<file path="src/logic/output_driver_gain_control_pkg.sv">
// Purpose: Constants and types for the output driver gain control block
// Assumes: 100 MHz core_clk, 7-bit register index within the selected page
// Notes:
// Overview of operation
// RL1: Left headphone gain code n gives n dB
// RL2: Software never writes headphone gain codes above nine
// RL3: Right headphone gain code n gives n dB
// RL4: Left headphone mute bit, 0 mutes, resets 0
// RL5: Right headphone mute bit, 0 mutes, resets 0
// RL6: Left gains-applied flag reads 1 when settled
// RL7: Right gains-applied flag reads 1 when settled
// RL8: Speaker gain two bits, 6 to 24 dB
// RL9: Speaker mute bit, 0 mutes, resets muted
// RL10: Speaker gains-applied flag reads 1 when settled
// RL11: Debounce code picks 0, 8 to 512 us
// RL12: Oscillator source scales debounce times proportionally
// RL13: Debounce spans eight periods of its clock
// RL14: Two-bit DAC performance mode field, 10 reserved
// RL15: Software writes 1 to right reserved bit
// RL16: Software writes zeros to other reserved bits
// RL17: Register after speaker reads zero, read-only
// RL18: Headphone or lineout select per headphone driver
// RL19: Timer clock is master clock over divisor
// RL20: Gain or mute change clears flag until settled

package output_driver_gain_control_pkg;

    localparam logic [6:0] LEFT_HP_OFS   = 7'h28;
    localparam logic [6:0] RIGHT_HP_OFS  = 7'h29;
    localparam logic [6:0] SPEAKER_OFS   = 7'h2A;
    localparam logic [6:0] RESERVED_OFS  = 7'h2B;
    localparam logic [6:0] HP_CONFIG_OFS = 7'h2C;

    // Stored bits 7..1 of each driver register
    localparam logic [6:0] LEFT_HP_RST   = 7'h01;
    localparam logic [6:0] RIGHT_HP_RST  = 7'h01;
    localparam logic [6:0] SPEAKER_RST   = 7'h00;
    localparam logic [7:0] HP_CONFIG_RST = 8'h00;
    localparam logic [7:0] RESERVED_VAL  = 8'h00;

    localparam int HP_GAIN_LSB  = 3;
    localparam int SPK_GAIN_LSB = 3;
    localparam int MUTE_BIT     = 2;
    localparam int DEB_LSB      = 5;
    localparam int PERF_LSB     = 3;
    localparam int LEFT_LINE_BIT  = 2;
    localparam int RIGHT_LINE_BIT = 1;

    // Gain ramp: one step per this time
    localparam int GAIN_STEP_NS   = 1000;
    localparam int CLK_PERIOD_NS  = 10;
    localparam int GAIN_STEP_CYC  = (GAIN_STEP_NS + CLK_PERIOD_NS - 1) / CLK_PERIOD_NS;
    localparam int OSC_DIV        = 8;
    localparam logic [7:0] MCLK_DIV_ZERO = 8'h80;
    localparam int DEB_PERIODS    = 8;

    typedef struct packed {
        logic       wr;
        logic       rd;
        logic [6:0] addr;
        logic [7:0] data;
    } regReq_s;

    typedef enum logic [1:0] {
        DEB_IDLE  = 2'b00,
        DEB_COUNT = 2'b01,
        DEB_SET   = 2'b10
    } debState_e;

endpackage

</file>
<file path="src/logic/output_driver_gain_control.sv">
// Purpose: Driver gain, mute, config registers with settle flags and debounce
// Assumes: All inputs except rstn synchronous to core_clk; page selection done outside
// Notes: Applied gain ramps one code per step toward the programmed code
`timescale 1ns/1ns
`default_nettype none

module output_driver_gain_control
(
    input  wire logic                                    core_clk,     // 100 MHz clock
    input  wire logic                                    rstn,         // Async reset, low
    input  wire output_driver_gain_control_pkg::regReq_s regReq,       // Register request
    output var  logic [7:0]                              regRdData,    // Read data
    output var  logic                                    regRdValid,   // Read data strobe
    input  wire logic                                    timerUseMclk, // 1: master clock source
    input  wire logic [6:0]                              timerDivisor, // Master clock divisor
    input  wire logic                                    mclkTick,     // Master clock edge pulse
    input  wire logic                                    oscTick,      // Oscillator edge pulse
    input  wire logic                                    shortDetIn,   // Raw short-circuit level
    output var  logic                                    shortDetOut,  // Debounced short level
    output var  logic [3:0]                              leftHpGain,   // Left gain code
    output var  logic                                    leftHpUnmute, // Left unmuted
    output var  logic [3:0]                              rightHpGain,  // Right gain code
    output var  logic                                    rightHpUnmute,// Right unmuted
    output var  logic [1:0]                              speakerGain,  // Speaker gain code
    output var  logic                                    speakerUnmute,// Speaker unmuted
    output var  logic                                    leftLineout,  // Left as lineout
    output var  logic                                    rightLineout, // Right as lineout
    output var  logic [1:0]                              dacPerfMode   // DAC performance mode
);
    import output_driver_gain_control_pkg::*;

    logic       rstSync1_r;
    logic       rstSync2_r;
    logic       rstLocal;

    always_ff @(posedge core_clk or negedge rstn)
    begin
        if (!rstn)
        begin
            rstSync1_r <= 1'b0;
            rstSync2_r <= 1'b0;
        end
        else
        begin
            rstSync1_r <= 1'b1;
            rstSync2_r <= rstSync1_r;
        end
    end
    assign rstLocal = rstSync2_r;

    // Target gain and mute of a driver as {gain4, unmute}
    function automatic logic [4:0] targetOf(input int idx, input logic [6:0] ctrl);
        logic [4:0] t;
        t = 5'h00;
        if (idx == 2)
            t = {2'b00, ctrl[SPK_GAIN_LSB+1-1 -: 2], ctrl[MUTE_BIT-1]};
        else
            t = {ctrl[HP_GAIN_LSB+3-1 -: 4], ctrl[MUTE_BIT-1]};
        return t;
    endfunction

    logic [6:0] drvCtrl_r   [3];
    logic [6:0] drvCtrl_nxt [3];
    logic [4:0] applied_r   [3];
    logic [4:0] applied_nxt [3];
    logic [2:0] settled;
    logic [7:0] hpConfig_r;
    logic [7:0] hpConfig_nxt;
    logic [7:0] rdData_r;
    logic [7:0] rdData_nxt;
    logic       rdValid_r;
    logic [6:0] stepCnt_r;
    logic [6:0] stepCnt_nxt;
    logic       stepTick;

    always_comb
    begin
        stepTick    = (stepCnt_r == 7'(GAIN_STEP_CYC - 1));
        stepCnt_nxt = stepTick ? 7'h00 : stepCnt_r + 7'h01;
    end

    // Stored bit k of ctrl is register bit k+1; bit 0 is the settle flag
    genvar g;
    generate
        for (g = 0; g < 3; g++)
        begin : gDrv
            logic [6:0] addrOfs;
            logic [4:0] tgt;
            assign addrOfs = (g == 0) ? LEFT_HP_OFS : (g == 1) ? RIGHT_HP_OFS : SPEAKER_OFS;
            assign tgt     = targetOf(g, drvCtrl_r[g]);
            // RL6 RL7 RL10 settle compare
            assign settled[g] = (applied_r[g] == tgt);

            always_comb
            begin
                drvCtrl_nxt[g] = drvCtrl_r[g];
                // RL1 RL3 RL8 field store
                if (regReq.wr && regReq.addr == addrOfs)
                    drvCtrl_nxt[g] = regReq.data[7:1];
                applied_nxt[g] = applied_r[g];
                // RL20 ramp toward target
                if (stepTick)
                begin
                    applied_nxt[g][0] = tgt[0];
                    if (applied_r[g][4:1] < tgt[4:1])
                        applied_nxt[g][4:1] = applied_r[g][4:1] + 4'h1;
                    else if (applied_r[g][4:1] > tgt[4:1])
                        applied_nxt[g][4:1] = applied_r[g][4:1] - 4'h1;
                end
            end

            always_ff @(posedge core_clk or negedge rstLocal)
            begin
                if (!rstLocal)
                begin
                    // RL4 RL5 RL9 muted at reset
                    drvCtrl_r[g] <= (g == 0) ? LEFT_HP_RST : (g == 1) ? RIGHT_HP_RST : SPEAKER_RST;
                    applied_r[g] <= 5'h00;
                end
                else
                begin
                    drvCtrl_r[g] <= drvCtrl_nxt[g];
                    applied_r[g] <= applied_nxt[g];
                end
            end
        end
    endgenerate

    always_comb
    begin
        hpConfig_nxt = hpConfig_r;
        // RL14 RL18 config store
        if (regReq.wr && regReq.addr == HP_CONFIG_OFS)
            hpConfig_nxt = regReq.data;
        rdData_nxt = 8'h00;
        if (regReq.rd)
        begin
            unique case (regReq.addr)
                LEFT_HP_OFS:   rdData_nxt = {drvCtrl_r[0], settled[0]};
                RIGHT_HP_OFS:  rdData_nxt = {drvCtrl_r[1], settled[1]};
                SPEAKER_OFS:   rdData_nxt = {drvCtrl_r[2], settled[2]};
                // RL17 reserved reads zero
                RESERVED_OFS:  rdData_nxt = RESERVED_VAL;
                HP_CONFIG_OFS: rdData_nxt = hpConfig_r;
                default:       rdData_nxt = 8'h00;
            endcase
        end
    end

    always_ff @(posedge core_clk or negedge rstLocal)
    begin
        if (!rstLocal)
        begin
            hpConfig_r <= HP_CONFIG_RST;
            rdData_r   <= 8'h00;
            rdValid_r  <= 1'b0;
            stepCnt_r  <= 7'h00;
        end
        else
        begin
            hpConfig_r <= hpConfig_nxt;
            rdData_r   <= rdData_nxt;
            rdValid_r  <= regReq.rd;
            stepCnt_r  <= stepCnt_nxt;
        end
    end

    // Debounce timing: base tick near 1 MHz, then 2^(code-1) prescale
    logic [7:0]  mclkCnt_r;
    logic [7:0]  mclkCnt_nxt;
    logic [2:0]  oscCnt_r;
    logic [2:0]  oscCnt_nxt;
    logic [6:0]  preCnt_r;
    logic [6:0]  preCnt_nxt;
    logic [2:0]  debCnt_r;
    logic [2:0]  debCnt_nxt;
    logic        shortOut_r;
    logic        shortOut_nxt;
    debState_e   debState_r;
    debState_e   debState_nxt;
    logic [7:0]  mclkLimit;
    logic        mclkBase;
    logic        oscBase;
    logic        baseTick;
    logic        debTick;
    logic [2:0]  debCode;
    logic [6:0]  preLimit;

    always_comb
    begin
        debCode   = hpConfig_r[DEB_LSB+2 -: 3];
        // RL19 divisor zero means 128
        mclkLimit = (timerDivisor == 7'h00) ? MCLK_DIV_ZERO : {1'b0, timerDivisor};
        mclkBase  = mclkTick && (mclkCnt_r >= mclkLimit - 8'h01);
        mclkCnt_nxt = mclkCnt_r;
        if (mclkTick)
            mclkCnt_nxt = mclkBase ? 8'h00 : mclkCnt_r + 8'h01;
        // RL12 oscillator over eight
        oscBase    = oscTick && (oscCnt_r == 3'(OSC_DIV - 1));
        oscCnt_nxt = oscCnt_r;
        if (oscTick)
            oscCnt_nxt = oscCnt_r + 3'h1;
        baseTick = timerUseMclk ? mclkBase : oscBase;
        // RL11 period doubles per code
        preLimit = (debCode == 3'h0) ? 7'h00 : 7'((1 << (debCode - 3'h1)) - 1);
        debTick  = baseTick && (preCnt_r >= preLimit);
        preCnt_nxt = preCnt_r;
        if (baseTick)
            preCnt_nxt = debTick ? 7'h00 : preCnt_r + 7'h01;
        if (debState_r == DEB_IDLE)
            preCnt_nxt = 7'h00;
    end

    always_comb
    begin
        debState_nxt = debState_r;
        debCnt_nxt   = debCnt_r;
        shortOut_nxt = shortOut_r;
        unique case (debState_r)
            DEB_IDLE:
            begin
                shortOut_nxt = 1'b0;
                debCnt_nxt   = 3'h0;
                if (shortDetIn)
                begin
                    if (debCode == 3'h0)
                    begin
                        debState_nxt = DEB_SET;
                        shortOut_nxt = 1'b1;
                    end
                    else
                        debState_nxt = DEB_COUNT;
                end
            end
            DEB_COUNT:
            begin
                if (!shortDetIn)
                    debState_nxt = DEB_IDLE;
                // RL13 eight debounce periods
                else if (debTick)
                begin
                    debCnt_nxt = debCnt_r + 3'h1;
                    if (debCnt_r == 3'(DEB_PERIODS - 1))
                    begin
                        debState_nxt = DEB_SET;
                        shortOut_nxt = 1'b1;
                    end
                end
            end
            DEB_SET:
            begin
                if (!shortDetIn)
                begin
                    debState_nxt = DEB_IDLE;
                    shortOut_nxt = 1'b0;
                end
            end
            default:
            begin
                debState_nxt = DEB_IDLE;
                shortOut_nxt = 1'b0;
            end
        endcase
    end

    always_ff @(posedge core_clk or negedge rstLocal)
    begin
        if (!rstLocal)
        begin
            mclkCnt_r  <= 8'h00;
            oscCnt_r   <= 3'h0;
            preCnt_r   <= 7'h00;
            debCnt_r   <= 3'h0;
            shortOut_r <= 1'b0;
            debState_r <= DEB_IDLE;
        end
        else
        begin
            mclkCnt_r  <= mclkCnt_nxt;
            oscCnt_r   <= oscCnt_nxt;
            preCnt_r   <= preCnt_nxt;
            debCnt_r   <= debCnt_nxt;
            shortOut_r <= shortOut_nxt;
            debState_r <= debState_nxt;
        end
    end

    assign regRdData     = rdData_r;
    assign regRdValid    = rdValid_r;
    assign shortDetOut   = shortOut_r;
    assign leftHpGain    = drvCtrl_r[0][HP_GAIN_LSB+3-1 -: 4];
    assign leftHpUnmute  = drvCtrl_r[0][MUTE_BIT-1];
    assign rightHpGain   = drvCtrl_r[1][HP_GAIN_LSB+3-1 -: 4];
    assign rightHpUnmute = drvCtrl_r[1][MUTE_BIT-1];
    assign speakerGain   = drvCtrl_r[2][SPK_GAIN_LSB+1-1 -: 2];
    assign speakerUnmute = drvCtrl_r[2][MUTE_BIT-1];
    assign leftLineout   = hpConfig_r[LEFT_LINE_BIT];
    assign rightLineout  = hpConfig_r[RIGHT_LINE_BIT];
    assign dacPerfMode   = hpConfig_r[PERF_LSB+1 -: 2];
endmodule

`default_nettype wire

</file>
<file path="config.mk">
export PLATFORM = sky130hd
export DESIGN_NAME = output_driver_gain_control
export DESIGN_NICKNAME = d
export VERILOG_FILES = /design/src/logic/output_driver_gain_control_pkg.sv /design/src/logic/output_driver_gain_control.sv
export SDC_FILE = /design/constraint.sdc
export NUM_CORES = 1
export LEC_CHECK = 0
export BUFFER_PORTS_ARGS = -buffer_cell sky130_fd_sc_hd__buf_2
export CORE_ASPECT_RATIO = 1.1
export CORE_UTILIZATION = 25
export CTS_CLUSTER_SIZE = 40
export DETAILED_ROUTE_END_ITERATION = 16
export GPL_TIMING_DRIVEN = 0
export MAX_ROUTING_LAYER = met4
export PLACE_DENSITY_LB_ADDON = 0.12
export SLEW_MARGIN = 5
export SYNTH_ARGS = -nofsm -noshare
export SYNTH_HDL_FRONTEND = slang
export SYNTH_SLANG_ARGS = --single-unit
</file>
<file path="constraint.sdc">
create_clock -name core_clk -period 4.3 [get_ports core_clk]
set_clock_uncertainty 0.15 [all_clocks]
set_input_delay 0.43 -clock core_clk [delete_from_list [all_inputs] [get_ports core_clk]]
set_output_delay 0.43 -clock core_clk [all_outputs]
set_load 0.02 [all_outputs]
</file>
==> impl_results.html, run 1 <==
<table>
<tr><th>Metric</th><th>Value</th></tr>
<tr><th colspan="2">Die</th></tr>
<tr><td>Total die area</td><td>20600 um^2</td></tr>
<tr><td>Starting density of the core</td><td>0.258</td></tr>
<tr><td>Chip width</td><td>137 um</td></tr>
<tr><td>Vert. Die Dim</td><td>150 um</td></tr>
<tr><td>Boundary Pins</td><td>57</td></tr>
<tr><td>Core area</td><td>19400 um^2</td></tr>
<tr><td># rows</td><td>53</td></tr>
<tr><th colspan="2">Global route</th></tr>
<tr><td>Total congestion overflow</td><td>0</td></tr>
<tr><td>Global-route wire length before repair</td><td>19700 um</td></tr>
<tr><td>Maximum number of pins on one net before global-route repair</td><td>61</td></tr>
<tr><td>Most utilized layer in the global route result</td><td>met2</td></tr>
<tr><td>Combined global-route utilization of all metal layers</td><td>0.130</td></tr>
<tr><td>M2 GR Usage</td><td>0.192</td></tr>
<tr><td>Global-route met3 utilization</td><td>0.0205</td></tr>
<tr><td>Antenna violations before repair</td><td>1</td></tr>
<tr><td>Via count of the first global-routing pass</td><td>3697</td></tr>
<tr><td>Met1 layer usage reported by global route</td><td>0.174</td></tr>
<tr><th colspan="2">Clock network</th></tr>
<tr><td>CTS tree</td><td>built</td></tr>
<tr><td>CTS clock-pin slew for the worst setup and hold paths</td><td>0.07 ns</td></tr>
<tr><td>Number of sinks handled by clock tree synthesis</td><td>86</td></tr>
<tr><td># H-tree levels</td><td>3</td></tr>
<tr><td>Clock Latency Late Sink</td><td>0.35 ns</td></tr>
<tr><td>Root Driver</td><td>sky130_fd_sc_hd__clkbuf_16</td></tr>
<tr><td>Number of buffers on the longest clock path</td><td>2</td></tr>
<tr><td>Inserted Clock Buffers</td><td>9</td></tr>
<tr><td>Number of buffers added for setup after CTS</td><td>0</td></tr>
<tr><th colspan="2">Setup path</th></tr>
<tr><td>Cells traversed along the worst timing path</td><td>buf_2, inv_1, ha_1, nor3b_1, nand2b_1, or3_1, a21oi_1, nand2_1, xor2_1, ha_1, and3_1, a221oi_2, a31oi_4, or2_0, buf_2, a31oi_1</td></tr>
<tr><td>Library cell contributing the largest single delay on the critical path</td><td>sky130_fd_sc_hd__a221oi_2</td></tr>
<tr><td>Worst path bufs/invs</td><td>3</td></tr>
<tr><td>Worst path arrival time</td><td>3.81 ns</td></tr>
<tr><td>Max incr delay on CP</td><td>0.48 ns</td></tr>
<tr><td>CP Capture Type</td><td>register</td></tr>
<tr><td>Highest net fanout along the worst path</td><td>9</td></tr>
<tr><td>Category of cells accounting for the largest share of critical-path delay</td><td>simple AND/OR/NAND/NOR gates</td></tr>
<tr><td>Worst endpoint required time</td><td>4.41 ns</td></tr>
<tr><td>Category of the most critical setup path</td><td>in2reg</td></tr>
<tr><td>Kind of start point of the critical path</td><td>input port</td></tr>
<tr><th colspan="2">Timing</th></tr>
<tr><td>Setup TNS Final</td><td>0 ns</td></tr>
<tr><td>Setup WS post-layout</td><td>0.601 ns</td></tr>
<tr><td>Final Hold Vio Count</td><td>0</td></tr>
<tr><td>Final period demand of the worst path</td><td>3.70 ns</td></tr>
<tr><td>Top achievable clock speed</td><td>270 MHz</td></tr>
<tr><td>Final Slew Violations</td><td>0</td></tr>
<tr><td>Slew at the pin closest to its max-slew limit</td><td>1.30 ns</td></tr>
<tr><td>Unrepaired setup endpoints after global routing</td><td>no</td></tr>
<tr><td>Final worst-path cycle share</td><td>0.860</td></tr>
<tr><td>Number of failing setup endpoints in the final timing report</td><td>0</td></tr>
<tr><td>Slew margin rel.</td><td>0.125</td></tr>
<tr><th colspan="2">Routing</th></tr>
<tr><td>Router iterations before antenna repair</td><td>4</td></tr>
<tr><td>Vias per Instance</td><td>4.62</td></tr>
<tr><td>Number of design rule violations left after detail routing</td><td>0</td></tr>
<tr><td>Post-detailed-route wirelength per cell</td><td>15.0 um</td></tr>
<tr><td>Number of DRC violations after detailed-routing iteration 0</td><td>162</td></tr>
<tr><td>Antenna Nets Post-Route</td><td>0</td></tr>
<tr><td>Number of vias in the routed layout</td><td>3610</td></tr>
<tr><td>Routed wire length</td><td>11800 um</td></tr>
<tr><th colspan="2">Yosys</th></tr>
<tr><td>Warnings, synthesis</td><td>0</td></tr>
<tr><td>Ys flop type</td><td>sky130_fd_sc_hd__dfrtp_1</td></tr>
<tr><td>Nets in the synthesized netlist</td><td>534</td></tr>
<tr><td>Summed instance area of the synthesized netlist</td><td>5000 um^2</td></tr>
<tr><td>Count of flip-flops with a built-in enable after synthesis</td><td>0</td></tr>
<tr><td>Portion of the post-synthesis area used by sequential elements</td><td>0.431</td></tr>
<tr><td>Total of flip-flops plus latches after synthesis</td><td>86</td></tr>
<tr><td>Gate Count Post-Synth</td><td>461</td></tr>
<tr><td>Share of flip-flops with an asynchronous set or reset</td><td>1.00</td></tr>
<tr><td>Average cell area after synthesis</td><td>10.9 um^2</td></tr>
<tr><td>Synth unique cells</td><td>59</td></tr>
<tr><th colspan="2">Finish</th></tr>
<tr><td>Total area of multi-input combinational cells</td><td>2630 um^2</td></tr>
<tr><td>Final layout net count</td><td>602</td></tr>
<tr><td>Proportion of layout cells with a drive suffix above 1</td><td>0.273</td></tr>
<tr><td>Area overhead of the layout relative to synthesis</td><td>18.5%</td></tr>
<tr><td>Most frequent cells in the layout</td><td>sky130_fd_sc_hd__dfrtp_1, sky130_fd_sc_hd__buf_2, sky130_fd_sc_hd__ha_1</td></tr>
<tr><td>Number of fill cells in the layout</td><td>2018</td></tr>
<tr><td>Most common cell after layout, fill and taps aside</td><td>sky130_fd_sc_hd__dfrtp_1</td></tr>
<tr><td>Area taken by flip-flops and latches</td><td>2160 um^2</td></tr>
<tr><th colspan="2">Outcome</th></tr>
<tr><td>Outcome</td><td>complete, no violations</td></tr>
<tr><th colspan="2">Placement</th></tr>
<tr><td>Worst setup timing slack at the placement stage</td><td>0.213 ns</td></tr>
<tr><td># port buffers</td><td>55</td></tr>
<tr><td>Routability congestion estimate from global placement</td><td>0.729</td></tr>
<tr><td>Hpwl dp</td><td>8610 um</td></tr>
<tr><th colspan="2">Run</th></tr>
<tr><td>Max-cap violation count</td><td>0</td></tr>
<tr><th colspan="2">Power and ir drop</th></tr>
<tr><td>Sequential Power Share</td><td>0.431</td></tr>
<tr><td>Pwr per Cell Area</td><td>373 nW/um^2</td></tr>
<tr><td>Switching power of the nets</td><td>0.674 mW</td></tr>
<tr><td>Clock network power share</td><td>0.361</td></tr>
<tr><td>Static power due to leakage</td><td>2.74 nW</td></tr>
<tr><td>Net switching share of the total power</td><td>0.305</td></tr>
<tr><td>Portion of total power attributed to combinational logic</td><td>0.207</td></tr>
<tr><td>Maximum vdd ir drop</td><td>168 uV</td></tr>
<tr><td>Int Pwr</td><td>1.54 mW</td></tr>
<tr><th colspan="2">Min path</th></tr>
<tr><td>Type of the tightest min-delay check</td><td>in2reg</td></tr>
</table>
==> synthesized netlist by cell type (3+ instances only) <==
| master | number | area (um^2) |
|---|---|---|
| sky130_fd_sc_hd__nor2_1 | 20 | 75.1 |
| sky130_fd_sc_hd__a31o_2 | 3 | 26.3 |
| sky130_fd_sc_hd__a21o_1 | 6 | 45.0 |
| sky130_fd_sc_hd__o21a_1 | 9 | 67.6 |
| sky130_fd_sc_hd__fa_1 | 3 | 60.1 |
| sky130_fd_sc_hd__nand2_1 | 20 | 75.1 |
| sky130_fd_sc_hd__a22oi_1 | 14 | 105 |
| sky130_fd_sc_hd__inv_1 | 23 | 86.3 |
| sky130_fd_sc_hd__mux2i_1 | 4 | 40.0 |
| sky130_fd_sc_hd__nand2b_1 | 4 | 25.0 |
| sky130_fd_sc_hd__and3_1 | 7 | 43.8 |
| sky130_fd_sc_hd__o21ai_0 | 9 | 45.0 |
| sky130_fd_sc_hd__buf_2 | 4 | 20.0 |
| sky130_fd_sc_hd__clkbuf_1 | 7 | 26.3 |
| sky130_fd_sc_hd__nor3_1 | 12 | 60.1 |
| sky130_fd_sc_hd__xnor2_1 | 15 | 131 |
| sky130_fd_sc_hd__a31oi_1 | 11 | 68.8 |
| sky130_fd_sc_hd__nand4_1 | 4 | 25.0 |
| sky130_fd_sc_hd__mux2_2 | 39 | 439 |
| sky130_fd_sc_hd__or2_2 | 3 | 18.8 |
| sky130_fd_sc_hd__nand3b_1 | 4 | 30.0 |
| sky130_fd_sc_hd__nand3_1 | 17 | 85.1 |
| sky130_fd_sc_hd__buf_4 | 12 | 90.1 |
| sky130_fd_sc_hd__nand2_2 | 4 | 25.0 |
| sky130_fd_sc_hd__dfrtp_1 | 84 | 2100 |
| sky130_fd_sc_hd__ha_1 | 40 | 500 |
| sky130_fd_sc_hd__nor3b_1 | 5 | 37.5 |
| sky130_fd_sc_hd__o2bb2ai_1 | 3 | 26.3 |
| sky130_fd_sc_hd__xor2_1 | 8 | 70.1 |
| sky130_fd_sc_hd__nor2b_1 | 7 | 43.8 |
| sky130_fd_sc_hd__a21oi_1 | 24 | 120 |
==> sequential cells by signal (all words and copies together) (netlist names) <==
signal and count:
applied_r 15, drvCtrl_r 8, hpConfig_r 8, mclkCnt_r 8, regRdData 8, preCnt_r 7
stepCnt_r 7, leftHpGain 4, rightHpGain 4, debCnt_r 3, oscCnt_r 3, debState_r 2
speakerGain 2, leftHpUnmute 1, regRdValid 1, rightHpUnmute 1, rstLocal 1, rstSync1_r 1
shortDetOut 1, speakerUnmute 1
==> power groups by stage <==
stage / Combinational [mW] / Clock (mW) / Sequential (mW)
after floorplan: 0.333 / 0 / 0.960
after global placement: 0.436 / 0 / 0.979
after detailed placement: 0.463 / 0 / 0.971
after CTS: 0.467 / 0.828 / 0.956
after global routing: 0.529 / 0.863 / 0.968
final: 0.459 / 0.798 / 0.954
==> cell type report <==
class	instances	share of cell area
multi-input cells	329	0.443
flip-flops and latches	86	0.364
repair buffers	57	0.0528
well taps	247	0.0521
clock buffers	10	0.0386
plain buffers	23	0.0230
inverters	23	0.0146
clock inverters	6	0.0116
diodes	1	0.000422
==> worst reg2reg max path, delay by kind of cell (launching register included) <==
kind,cells,cell delay [ns]
buf+inv,1,0.20
fa+ha+maj,2,0.56
mux,1,0.17
flops,1,0.35
compound gates,5,1.24
simple gates,3,0.82
==> layer usage <==
metal	vias up	routed length, um
met3	11	391
met2	60	5300
li1	1812	-
met4	0	203
met1	1727	5860
met5	-	0
==> metrics by stage <==
| stage | utilization | std cells | area [um^2] | total power [mW] | hold WS, ns |
|---|---|---|---|---|---|
| 6_report | 0.306 | 782 | 5930 | 2.21 | 0.0782 |
| 3_3_place_gp | 0.289 | 763 | 5590 | 1.41 | 0.0703 |
| 3_5_place_dp | 0.290 | 764 | 5620 | 1.43 | 0.0729 |
| 4_1_cts | 0.306 | 781 | 5930 | 2.25 | 0.0570 |
| 2_1_floorplan | - | 461 | 5000 | 1.29 | -0.0156 |
| 5_1_grt | 0.306 | 782 | 5930 | 2.36 | 0.0637 |
==> kinds of logic (layout without fill, tap and decap cells) <==
family / after synthesis / count (layout) / share of synthesized area
compound gates: 101 / 101 / 0.144
xor+xnor: 23 / 23 / 0.0403
fa+ha+maj: 43 / 43 / 0.112
buf+inv: 46 / 119 / 0.0445
flops: 86 / 86 / 0.431
mux: 43 / 43 / 0.0958
other cells: 1 / 2 / 0.000750
simple gates: 118 / 118 / 0.132
==> timing repair <==
action / 4_1_cts / 5_1_grt
endpoints found under the setup margin: 0 / 0
hold endpoints to repair: 2 / 0
gates resized for setup: 0 / 0
hold buffers: 1 / 0
==> path summary, 6_finish.rpt <==
kind	startpoint	end	slack [ns]	cells past startpoint
setup / recovery	timerDivisor[0]	preCnt_r[3]	0.60	16
hold / removal	regReq[15]	regRdValid	0.08	1
setup reg to reg	hpConfig_r[7]	debCnt_r[0]	0.70	12
hold reg to reg	rstLocal	stepCnt_r[0]	0.10	0
max in group asynchronous	rstLocal	drvCtrl_r[14]	3.24	1
min in group asynchronous	rstLocal	stepCnt_r[0]	0.10	0
Note: power is estimated with default switching activity, not from simulation.
==> run 2, diff against run 1 <==
- RECOVER_POWER: default -> 50
==> run 2 against run 1 <==
Effect of this change:
- sequential share of layout area increased by 0.15 points
- critical path type unchanged
- the flow now finishes with violations (capacitance limit, slew limit)
- first-iteration DRC count grew 0.62%
- final area fell by 0.59%
- largest cell class unchanged
- non-clock buffer count unchanged
- largest power group unchanged
==> impl_results.html, run 2 (synthesized netlist as in run 1, its figures left out) <==
<table>
<tr><th>Metric</th><th>Value</th></tr>
<tr><th colspan="2">Routing</th></tr>
<tr><td>Vias per Instance</td><td>4.63 (+0.30%)</td></tr>
<tr><td>Antenna Nets Post-Route</td><td>0 (unchanged)</td></tr>
<tr><td>Number of DRC violations after detailed-routing iteration 0</td><td>163 (+0.62%)</td></tr>
<tr><td>Routed wire length</td><td>11800 um (+0.15%)</td></tr>
<tr><td>Router iterations before antenna repair</td><td>4 (unchanged)</td></tr>
<tr><td>Number of vias in the routed layout</td><td>3621 (+0.30%)</td></tr>
<tr><td>Post-detailed-route wirelength per cell</td><td>15.1 um (+0.15%)</td></tr>
<tr><td>Number of design rule violations left after detail routing</td><td>0 (unchanged)</td></tr>
<tr><th colspan="2">Placement</th></tr>
<tr><td>Routability congestion estimate from global placement</td><td>0.729 (unchanged)</td></tr>
<tr><td># port buffers</td><td>55 (unchanged)</td></tr>
<tr><td>Hpwl dp</td><td>8610 um (unchanged)</td></tr>
<tr><td>Worst setup timing slack at the placement stage</td><td>0.213 ns (unchanged)</td></tr>
<tr><th colspan="2">Global route</th></tr>
<tr><td>Antenna violations before repair</td><td>1 (unchanged)</td></tr>
<tr><td>Combined global-route utilization of all metal layers</td><td>0.130 (unchanged)</td></tr>
<tr><td>Maximum number of pins on one net before global-route repair</td><td>61 (unchanged)</td></tr>
<tr><td>Via count of the first global-routing pass</td><td>3697 (unchanged)</td></tr>
<tr><td>Global-route wire length before repair</td><td>19700 um (unchanged)</td></tr>
<tr><td>Total congestion overflow</td><td>0 (unchanged)</td></tr>
<tr><th colspan="2">Finish</th></tr>
<tr><td>Final layout net count</td><td>602 (unchanged)</td></tr>
<tr><td>Area overhead of the layout relative to synthesis</td><td>17.8%</td></tr>
<tr><td>Most common cell after layout, fill and taps aside</td><td>sky130_fd_sc_hd__dfrtp_1</td></tr>
<tr><td>Number of fill cells in the layout</td><td>2021 (+0.15%)</td></tr>
<tr><td>Proportion of layout cells with a drive suffix above 1</td><td>0.258 (-0.0150)</td></tr>
<tr><td>Flip-flop count of the largest register, all copies and words added</td><td>15 (unchanged)</td></tr>
<tr><td>Register with the highest flop count</td><td>applied_r</td></tr>
<tr><td>Final core utilization</td><td>0.304 (-0.00181)</td></tr>
<tr><td>Most frequent cells in the layout</td><td>sky130_fd_sc_hd__dfrtp_1, sky130_fd_sc_hd__buf_2, sky130_fd_sc_hd__ha_1</td></tr>
<tr><th colspan="2">Die</th></tr>
<tr><td>Core area</td><td>19400 um^2 (unchanged)</td></tr>
<tr><td>Starting density of the core</td><td>0.258 (unchanged)</td></tr>
<tr><td>Vert. Die Dim</td><td>150 um (unchanged)</td></tr>
<tr><td>Total die area</td><td>20600 um^2 (unchanged)</td></tr>
<tr><td># rows</td><td>53 (unchanged)</td></tr>
<tr><td>Boundary Pins</td><td>57 (unchanged)</td></tr>
<tr><td>Chip width</td><td>137 um (unchanged)</td></tr>
<tr><th colspan="2">Setup path</th></tr>
<tr><td>CP Capture Type</td><td>register</td></tr>
<tr><td>Worst endpoint required time</td><td>4.41 ns (about the same)</td></tr>
<tr><td>Highest net fanout along the worst path</td><td>9 (unchanged)</td></tr>
<tr><td>Kind of start point of the critical path</td><td>input port</td></tr>
<tr><td>Category of the most critical setup path</td><td>in2reg</td></tr>
<tr><td>Worst path arrival time</td><td>3.79 ns (-0.02 ns)</td></tr>
<tr><th colspan="2">Timing</th></tr>
<tr><td>Unrepaired setup endpoints after global routing</td><td>no</td></tr>
<tr><td>Number of failing setup endpoints in the final timing report</td><td>0 (unchanged)</td></tr>
<tr><td>Final worst-path cycle share</td><td>0.855 (-0.00546)</td></tr>
<tr><td>Slew margin rel.</td><td>-0.0344 (-0.159)</td></tr>
<tr><td>Final period demand of the worst path</td><td>3.68 ns (-0.0235 ns)</td></tr>
<tr><td>Final Slew Violations</td><td>61 (+61)</td></tr>
<tr><td>Slew at the pin closest to its max-slew limit</td><td>1.55 ns (+0.250 ns)</td></tr>
<tr><td>Setup WS post-layout</td><td>0.624 ns (+0.0235 ns)</td></tr>
<tr><td>Setup TNS Final</td><td>0 ns (unchanged)</td></tr>
<tr><td>Final Hold Vio Count</td><td>0 (unchanged)</td></tr>
<tr><td>Top achievable clock speed</td><td>272 MHz (+0.64%)</td></tr>
<tr><th colspan="2">Clock network</th></tr>
<tr><td>Number of buffers on the longest clock path</td><td>2 (unchanged)</td></tr>
<tr><td>CTS tree</td><td>built</td></tr>
<tr><td>Root Driver</td><td>sky130_fd_sc_hd__clkbuf_16</td></tr>
<tr><td># H-tree levels</td><td>3 (unchanged)</td></tr>
<tr><td>Number of buffers added for setup after CTS</td><td>0 (unchanged)</td></tr>
<tr><td>CTS clock-pin slew for the worst setup and hold paths</td><td>0.07 ns (about the same)</td></tr>
<tr><td>Cts repair resizes</td><td>0 (unchanged)</td></tr>
<tr><td>Inserted Clock Buffers</td><td>9 (unchanged)</td></tr>
<tr><td>Number of sinks handled by clock tree synthesis</td><td>86 (unchanged)</td></tr>
<tr><td>Clock Latency Late Sink</td><td>0.35 ns (about the same)</td></tr>
<tr><th colspan="2">Outcome</th></tr>
<tr><td>Outcome</td><td>finished, violations left</td></tr>
<tr><td>Violations in the final reports</td><td>capacitance limit, slew limit</td></tr>
<tr><th colspan="2">Power and ir drop</th></tr>
<tr><td>Sequential Power Share</td><td>0.432 (about the same)</td></tr>
<tr><td>Portion of total power attributed to combinational logic</td><td>0.207 (about the same)</td></tr>
<tr><td>Maximum vdd ir drop</td><td>169 uV (+0.72%)</td></tr>
<tr><td>Clock network power share</td><td>0.362 (about the same)</td></tr>
<tr><td>Int Pwr</td><td>1.53 mW (-0.19%)</td></tr>
<tr><td>Static power due to leakage</td><td>2.71 nW (-1.3%)</td></tr>
<tr><td>Net switching share of the total power</td><td>0.305 (+0.000483)</td></tr>
<tr><td>Switching power of the nets</td><td>0.675 mW (about the same)</td></tr>
<tr><td>Pwr per Cell Area</td><td>375 nW/um^2 (+0.47%)</td></tr>
<tr><th colspan="2">Run</th></tr>
<tr><td>Max-cap violation count</td><td>1 (+1)</td></tr>
<tr><th colspan="2">Min path</th></tr>
<tr><td>Type of the tightest min-delay check</td><td>in2reg</td></tr>
</table>
## run 2: power by group through the flow
| stage | sequential (mW) | combinational (mW) | clock [mW] |
|---|---|---|---|
| after detailed placement | 0.971 | 0.463 | 0 |
| after floorplan | 0.960 | 0.333 | 0 |
| after global placement | 0.979 | 0.436 | 0 |
| final | 0.953 | 0.456 | 0.799 |
| after global routing | 0.968 | 0.526 | 0.863 |
| after CTS | 0.956 | 0.467 | 0.828 |
## run 2: worst paths after layout
path	from	end	slack, ns	depth (start not counted)
setup / recovery	timerDivisor[0]	preCnt_r[3]	0.62	16
hold / removal	regReq[15]	regRdValid	0.1	1
setup reg to reg	hpConfig_r[7]	debCnt_r[0]	0.70	12
hold reg to reg	rstSync1_r	rstLocal	0.20	0
max in group asynchronous	rstLocal	hpConfig_r[1]	1.64	1
min in group asynchronous	rstn	rstSync1_r	0.25	2
## run 2: critical path: stages
cell                       delay, ns
sky130_fd_sc_hd__buf_2          0.10
sky130_fd_sc_hd__inv_1          0.06
sky130_fd_sc_hd__ha_1           0.19
sky130_fd_sc_hd__nor3b_1        0.30
sky130_fd_sc_hd__nand2b_1       0.11
sky130_fd_sc_hd__or3_1          0.36
sky130_fd_sc_hd__a21oi_1        0.22
sky130_fd_sc_hd__nand2_1        0.09
sky130_fd_sc_hd__xor2_1         0.14
sky130_fd_sc_hd__ha_1           0.26
sky130_fd_sc_hd__and3_1         0.22
sky130_fd_sc_hd__a221oi_2       0.47
sky130_fd_sc_hd__a31oi_4        0.23
sky130_fd_sc_hd__or2_0          0.24
sky130_fd_sc_hd__buf_2          0.16
sky130_fd_sc_hd__a31oi_1        0.17
## run 2: layout make-up
type | instances | area, um^2 | area share
Tap cell | 247 | 309 | 0.0524
Buffer | 23 | 136 | 0.0231
Timing Repair Buffer | 57 | 282 | 0.0478
Clock buffer | 10 | 229 | 0.0389
Multi-Input combinational cell | 329 | 2630 | 0.445
Antenna cell | 1 | 2.50 | 0.000425
Clock inverter | 6 | 68.8 | 0.0117
Sequential cell | 86 | 2150 | 0.366
Inverter | 23 | 86.3 | 0.0146
## run 2: through the flow
step | hold slack (ns) | cell area, um^2 | instances | total power [mW]
6_report | 0.0990 | 5890 | 782 | 2.21
2_1_floorplan | -0.0156 | 5000 | 461 | 1.29
4_1_cts | 0.0570 | 5930 | 781 | 2.25
3_5_place_dp | 0.0729 | 5620 | 764 | 1.43
5_1_grt | 0.0856 | 5890 | 782 | 2.36
3_3_place_gp | 0.0703 | 5590 | 763 | 1.41
## run 2: timing repair
item,4_1_cts,5_1_grt
hold buffers,1,0
endpoints found under the setup margin,0,0
hold endpoints to repair,2,0
## run 2: layer usage
layer | wire, um | GRT usage | share of wire | up-vias
li1 | - | - | - | 1813
met1 | 5890 | 0.174 | 0.50 | 1734
met2 | 5270 | 0.192 | 0.45 | 60
met3 | 392 | 0.0205 | 0.033 | 14
met4 | 214 | 0.0610 | 0.018 | 0
met5 | 0 | - | 0 | -
==> run 3, diff against run 2 <==
- CORE_MARGIN: default -> 2
==> run 3 against run 2 <==
Effect of this change:
- the run now ends clean
- combinational power is essentially flat
- final area grew 0.55%
- sequential cell count is the same
- setup slack lost 0.024 ns
- routed wire length shrank 1.4%
- die area grew 2.8%
- critical path depth is the same
- largest cell class unchanged
==> impl_results.html, run 3 (synthesized netlist as in run 1, its figures left out) <==
<table>
<tr><th>Metric</th><th>Value</th></tr>
<tr><th colspan="2">Finish</th></tr>
<tr><td>Final layout net count</td><td>602 (unchanged)</td></tr>
<tr><td>Area overhead of the layout relative to synthesis</td><td>18.5%</td></tr>
<tr><td>Number of fill cells in the layout</td><td>2067 (+2.3%)</td></tr>
<tr><td>Total area of multi-input combinational cells</td><td>2630 um^2 (+0.19%)</td></tr>
<tr><td>Most frequent cells in the layout</td><td>sky130_fd_sc_hd__dfrtp_1, sky130_fd_sc_hd__buf_2, sky130_fd_sc_hd__ha_1</td></tr>
<tr><td>Flip-flop count of the largest register, all copies and words added</td><td>15 (unchanged)</td></tr>
<tr><td>Most common cell after layout, fill and taps aside</td><td>sky130_fd_sc_hd__dfrtp_1</td></tr>
<tr><td>Antenna Diode Count</td><td>0 (-1)</td></tr>
<tr><td>Area taken by flip-flops and latches</td><td>2150 um^2 (unchanged)</td></tr>
<tr><td>Register with the highest flop count</td><td>applied_r</td></tr>
<tr><td>Proportion of layout cells with a drive suffix above 1</td><td>0.262 (+0.00375)</td></tr>
<tr><th colspan="2">Clock network</th></tr>
<tr><td>Root Driver</td><td>sky130_fd_sc_hd__clkbuf_16</td></tr>
<tr><td>Number of sinks handled by clock tree synthesis</td><td>86 (unchanged)</td></tr>
<tr><td>Inserted Clock Buffers</td><td>9 (unchanged)</td></tr>
<tr><td>Number of buffers on the longest clock path</td><td>2 (unchanged)</td></tr>
<tr><td>Number of buffers added for setup after CTS</td><td>0 (unchanged)</td></tr>
<tr><td>CTS clock-pin slew for the worst setup and hold paths</td><td>0.06 ns (about the same)</td></tr>
<tr><td># H-tree levels</td><td>3 (unchanged)</td></tr>
<tr><td>CTS tree</td><td>built</td></tr>
<tr><td>Clock Latency Late Sink</td><td>0.35 ns (about the same)</td></tr>
<tr><th colspan="2">Setup path</th></tr>
<tr><td>Highest net fanout along the worst path</td><td>9 (unchanged)</td></tr>
<tr><td>Worst endpoint required time</td><td>4.41 ns (about the same)</td></tr>
<tr><td>CP Capture Type</td><td>register</td></tr>
<tr><td>Reg-to-reg critical path startpoint</td><td>hpConfig_r[7]</td></tr>
<tr><td>Kind of start point of the critical path</td><td>input port</td></tr>
<tr><td>Worst path arrival time</td><td>3.81 ns (+0.02 ns)</td></tr>
<tr><td>Category of the most critical setup path</td><td>in2reg</td></tr>
<tr><td>Worst r2r dst</td><td>debCnt_r[0]</td></tr>
<tr><td>Worst r2r path cells</td><td>12 (unchanged)</td></tr>
<tr><td>Internal reg-to-reg setup slack</td><td>0.68 ns (-0.02 ns)</td></tr>
<tr><th colspan="2">Timing</th></tr>
<tr><td>Top achievable clock speed</td><td>270 MHz (-0.64%)</td></tr>
<tr><td>Final Hold Vio Count</td><td>0 (unchanged)</td></tr>
<tr><td>Slew margin rel.</td><td>0.0817 (+0.116)</td></tr>
<tr><td>Final Slew Violations</td><td>0 (-100%)</td></tr>
<tr><td>Final worst-path cycle share</td><td>0.860 (+0.00549)</td></tr>
<tr><td>Final hold slack</td><td>0.0803 ns (-0.0187 ns)</td></tr>
<tr><td>Final period demand of the worst path</td><td>3.70 ns (+0.0236 ns)</td></tr>
<tr><td>Slew at the pin closest to its max-slew limit</td><td>1.38 ns (-0.174 ns)</td></tr>
<tr><td>Number of failing setup endpoints in the final timing report</td><td>0 (unchanged)</td></tr>
<tr><td>Unrepaired setup endpoints after global routing</td><td>no</td></tr>
<tr><td>Setup TNS Final</td><td>0 ns (unchanged)</td></tr>
<tr><th colspan="2">Die</th></tr>
<tr><td>Total die area</td><td>21200 um^2 (+2.8%)</td></tr>
<tr><td>Boundary Pins</td><td>57 (unchanged)</td></tr>
<tr><td>Vert. Die Dim</td><td>152 um (+1.3%)</td></tr>
<tr><td>Core area</td><td>19700 um^2 (+1.9%)</td></tr>
<tr><td>Chip width</td><td>139 um (+1.5%)</td></tr>
<tr><td># rows</td><td>54 (+1.9%)</td></tr>
<tr><td>Starting density of the core</td><td>0.254 (-0.00478)</td></tr>
<tr><th colspan="2">Power and ir drop</th></tr>
<tr><td>Maximum vdd ir drop</td><td>199 uV (+18%)</td></tr>
<tr><td>Pwr per Cell Area</td><td>383 nW/um^2 (+2.1%)</td></tr>
<tr><td>Static power due to leakage</td><td>2.71 nW (about the same)</td></tr>
<tr><th colspan="2">Routing</th></tr>
<tr><td>Antenna Nets Post-Route</td><td>0 (unchanged)</td></tr>
<tr><td>Post-detailed-route wirelength per cell</td><td>14.8 um (-1.9%)</td></tr>
<tr><td>Number of design rule violations left after detail routing</td><td>0 (unchanged)</td></tr>
<tr><td>Routed wire length</td><td>11600 um (-1.4%)</td></tr>
<tr><td>Router iterations before antenna repair</td><td>4 (unchanged)</td></tr>
<tr><td>Vias per Instance</td><td>4.70 (+1.6%)</td></tr>
<tr><td>Number of vias in the routed layout</td><td>3696 (+2.1%)</td></tr>
<tr><td>Number of DRC violations after detailed-routing iteration 0</td><td>137 (-16%)</td></tr>
<tr><th colspan="2">Global route</th></tr>
<tr><td>Via count of the first global-routing pass</td><td>3823 (+3.4%)</td></tr>
<tr><td>Antenna violations before repair</td><td>0 (-1)</td></tr>
<tr><td>Total congestion overflow</td><td>0 (unchanged)</td></tr>
<tr><td>Global-route wire length before repair</td><td>19700 um (-0.14%)</td></tr>
<tr><td>Combined global-route utilization of all metal layers</td><td>0.119 (-0.0109)</td></tr>
<tr><td>Maximum number of pins on one net before global-route repair</td><td>55 (-9.8%)</td></tr>
<tr><th colspan="2">Min path</th></tr>
<tr><td>Start point of the worst min-delay path</td><td>regReq[15]</td></tr>
<tr><td>Worst hold path endpoint</td><td>regRdValid</td></tr>
<tr><td>Hold-critical path depth</td><td>1 (unchanged)</td></tr>
<tr><td>Type of the tightest min-delay check</td><td>in2reg</td></tr>
<tr><th colspan="2">Run</th></tr>
<tr><td>Max-cap violation count</td><td>0 (-1)</td></tr>
<tr><th colspan="2">Placement</th></tr>
<tr><td># port buffers</td><td>55 (unchanged)</td></tr>
<tr><td>Hpwl dp</td><td>8610 um (about the same)</td></tr>
<tr><td>Routability congestion estimate from global placement</td><td>0.742 (+1.9%)</td></tr>
<tr><th colspan="2">Outcome</th></tr>
<tr><td>Outcome</td><td>complete, no violations</td></tr>
</table>
[run 3: metrics by stage]
| stage | instance area, um^2 | power [mW] | instances | setup WS, ns | util |
|---|---|---|---|---|---|
| 3_5_place_dp | 5620 | 1.43 | 769 | 0.214 | 0.285 |
| 5_1_grt | 5930 | 2.42 | 786 | 0.255 | 0.300 |
| 6_report | 5930 | 2.27 | 786 | 0.601 | 0.300 |
| 4_1_cts | 5960 | 2.31 | 786 | 0.559 | 0.302 |
| 3_3_place_gp | 5590 | 1.42 | 768 | 0.288 | 0.283 |
| 2_1_floorplan | 5000 | 1.29 | 461 | 0.756 | - |
[run 3: worst max path at each step]
stage          slack [ns]       startpoint          end  cells past startpoint
3_5_place_dp         0.21  timerDivisor[0]  preCnt_r[4]                     16
4_1_cts              0.56  timerDivisor[0]  preCnt_r[4]                     16
3_3_place_gp         0.29  timerDivisor[0]  preCnt_r[4]                     16
2_1_floorplan        0.76  timerDivisor[0]  preCnt_r[3]                     15
6_report             0.60  timerDivisor[0]  preCnt_r[4]                     16
5_1_grt              0.25    hpConfig_r[7]  preCnt_r[4]                     11
[run 3: routing by layer]
metal	vias up	global-route usage	part of all wire
met5	-	-	0
met4	0	0.0553	0.026
met3	16	0.0207	0.034
met2	71	0.184	0.46
met1	1797	0.153	0.48
li1	1812	-	-
[run 3: layout make-up]
class	instances	share of cell area
Multi-Input combinational cell	329	0.444
Timing Repair Buffer	57	0.0475
Sequential cell	86	0.364
Clock inverter	7	0.0163
Inverter	23	0.0146
Clock buffer	9	0.0380
Buffer	23	0.0230
Tap cell	252	0.0532
[run 3: what timing repair did]
item	CTS	global route
gates resized for setup	0	0
hold buffers	1	0
setup endpoints to repair	0	0
endpoints found under the hold margin	2	0
[run 3: critical path, cell delays in order]
cell and delay, ns:
sky130_fd_sc_hd__buf_2 0.10, sky130_fd_sc_hd__inv_1 0.06, sky130_fd_sc_hd__ha_1 0.19, sky130_fd_sc_hd__nor3b_1 0.32
sky130_fd_sc_hd__nand2b_1 0.10, sky130_fd_sc_hd__or3_1 0.36, sky130_fd_sc_hd__a21oi_1 0.22, sky130_fd_sc_hd__nand2_1 0.09
sky130_fd_sc_hd__xor2_1 0.15, sky130_fd_sc_hd__ha_1 0.26, sky130_fd_sc_hd__and3_1 0.23, sky130_fd_sc_hd__a221oi_2 0.45
sky130_fd_sc_hd__a31oi_4 0.23, sky130_fd_sc_hd__or2_0 0.24, sky130_fd_sc_hd__buf_2 0.16, sky130_fd_sc_hd__a31oi_1 0.20
[run 3: power breakdown]
part	switching, mW	internal (mW)	total [mW]
Clock	0.351	0.510	0.861
Sequential	0.0748	0.878	0.953
Combinational	0.253	0.200	0.453
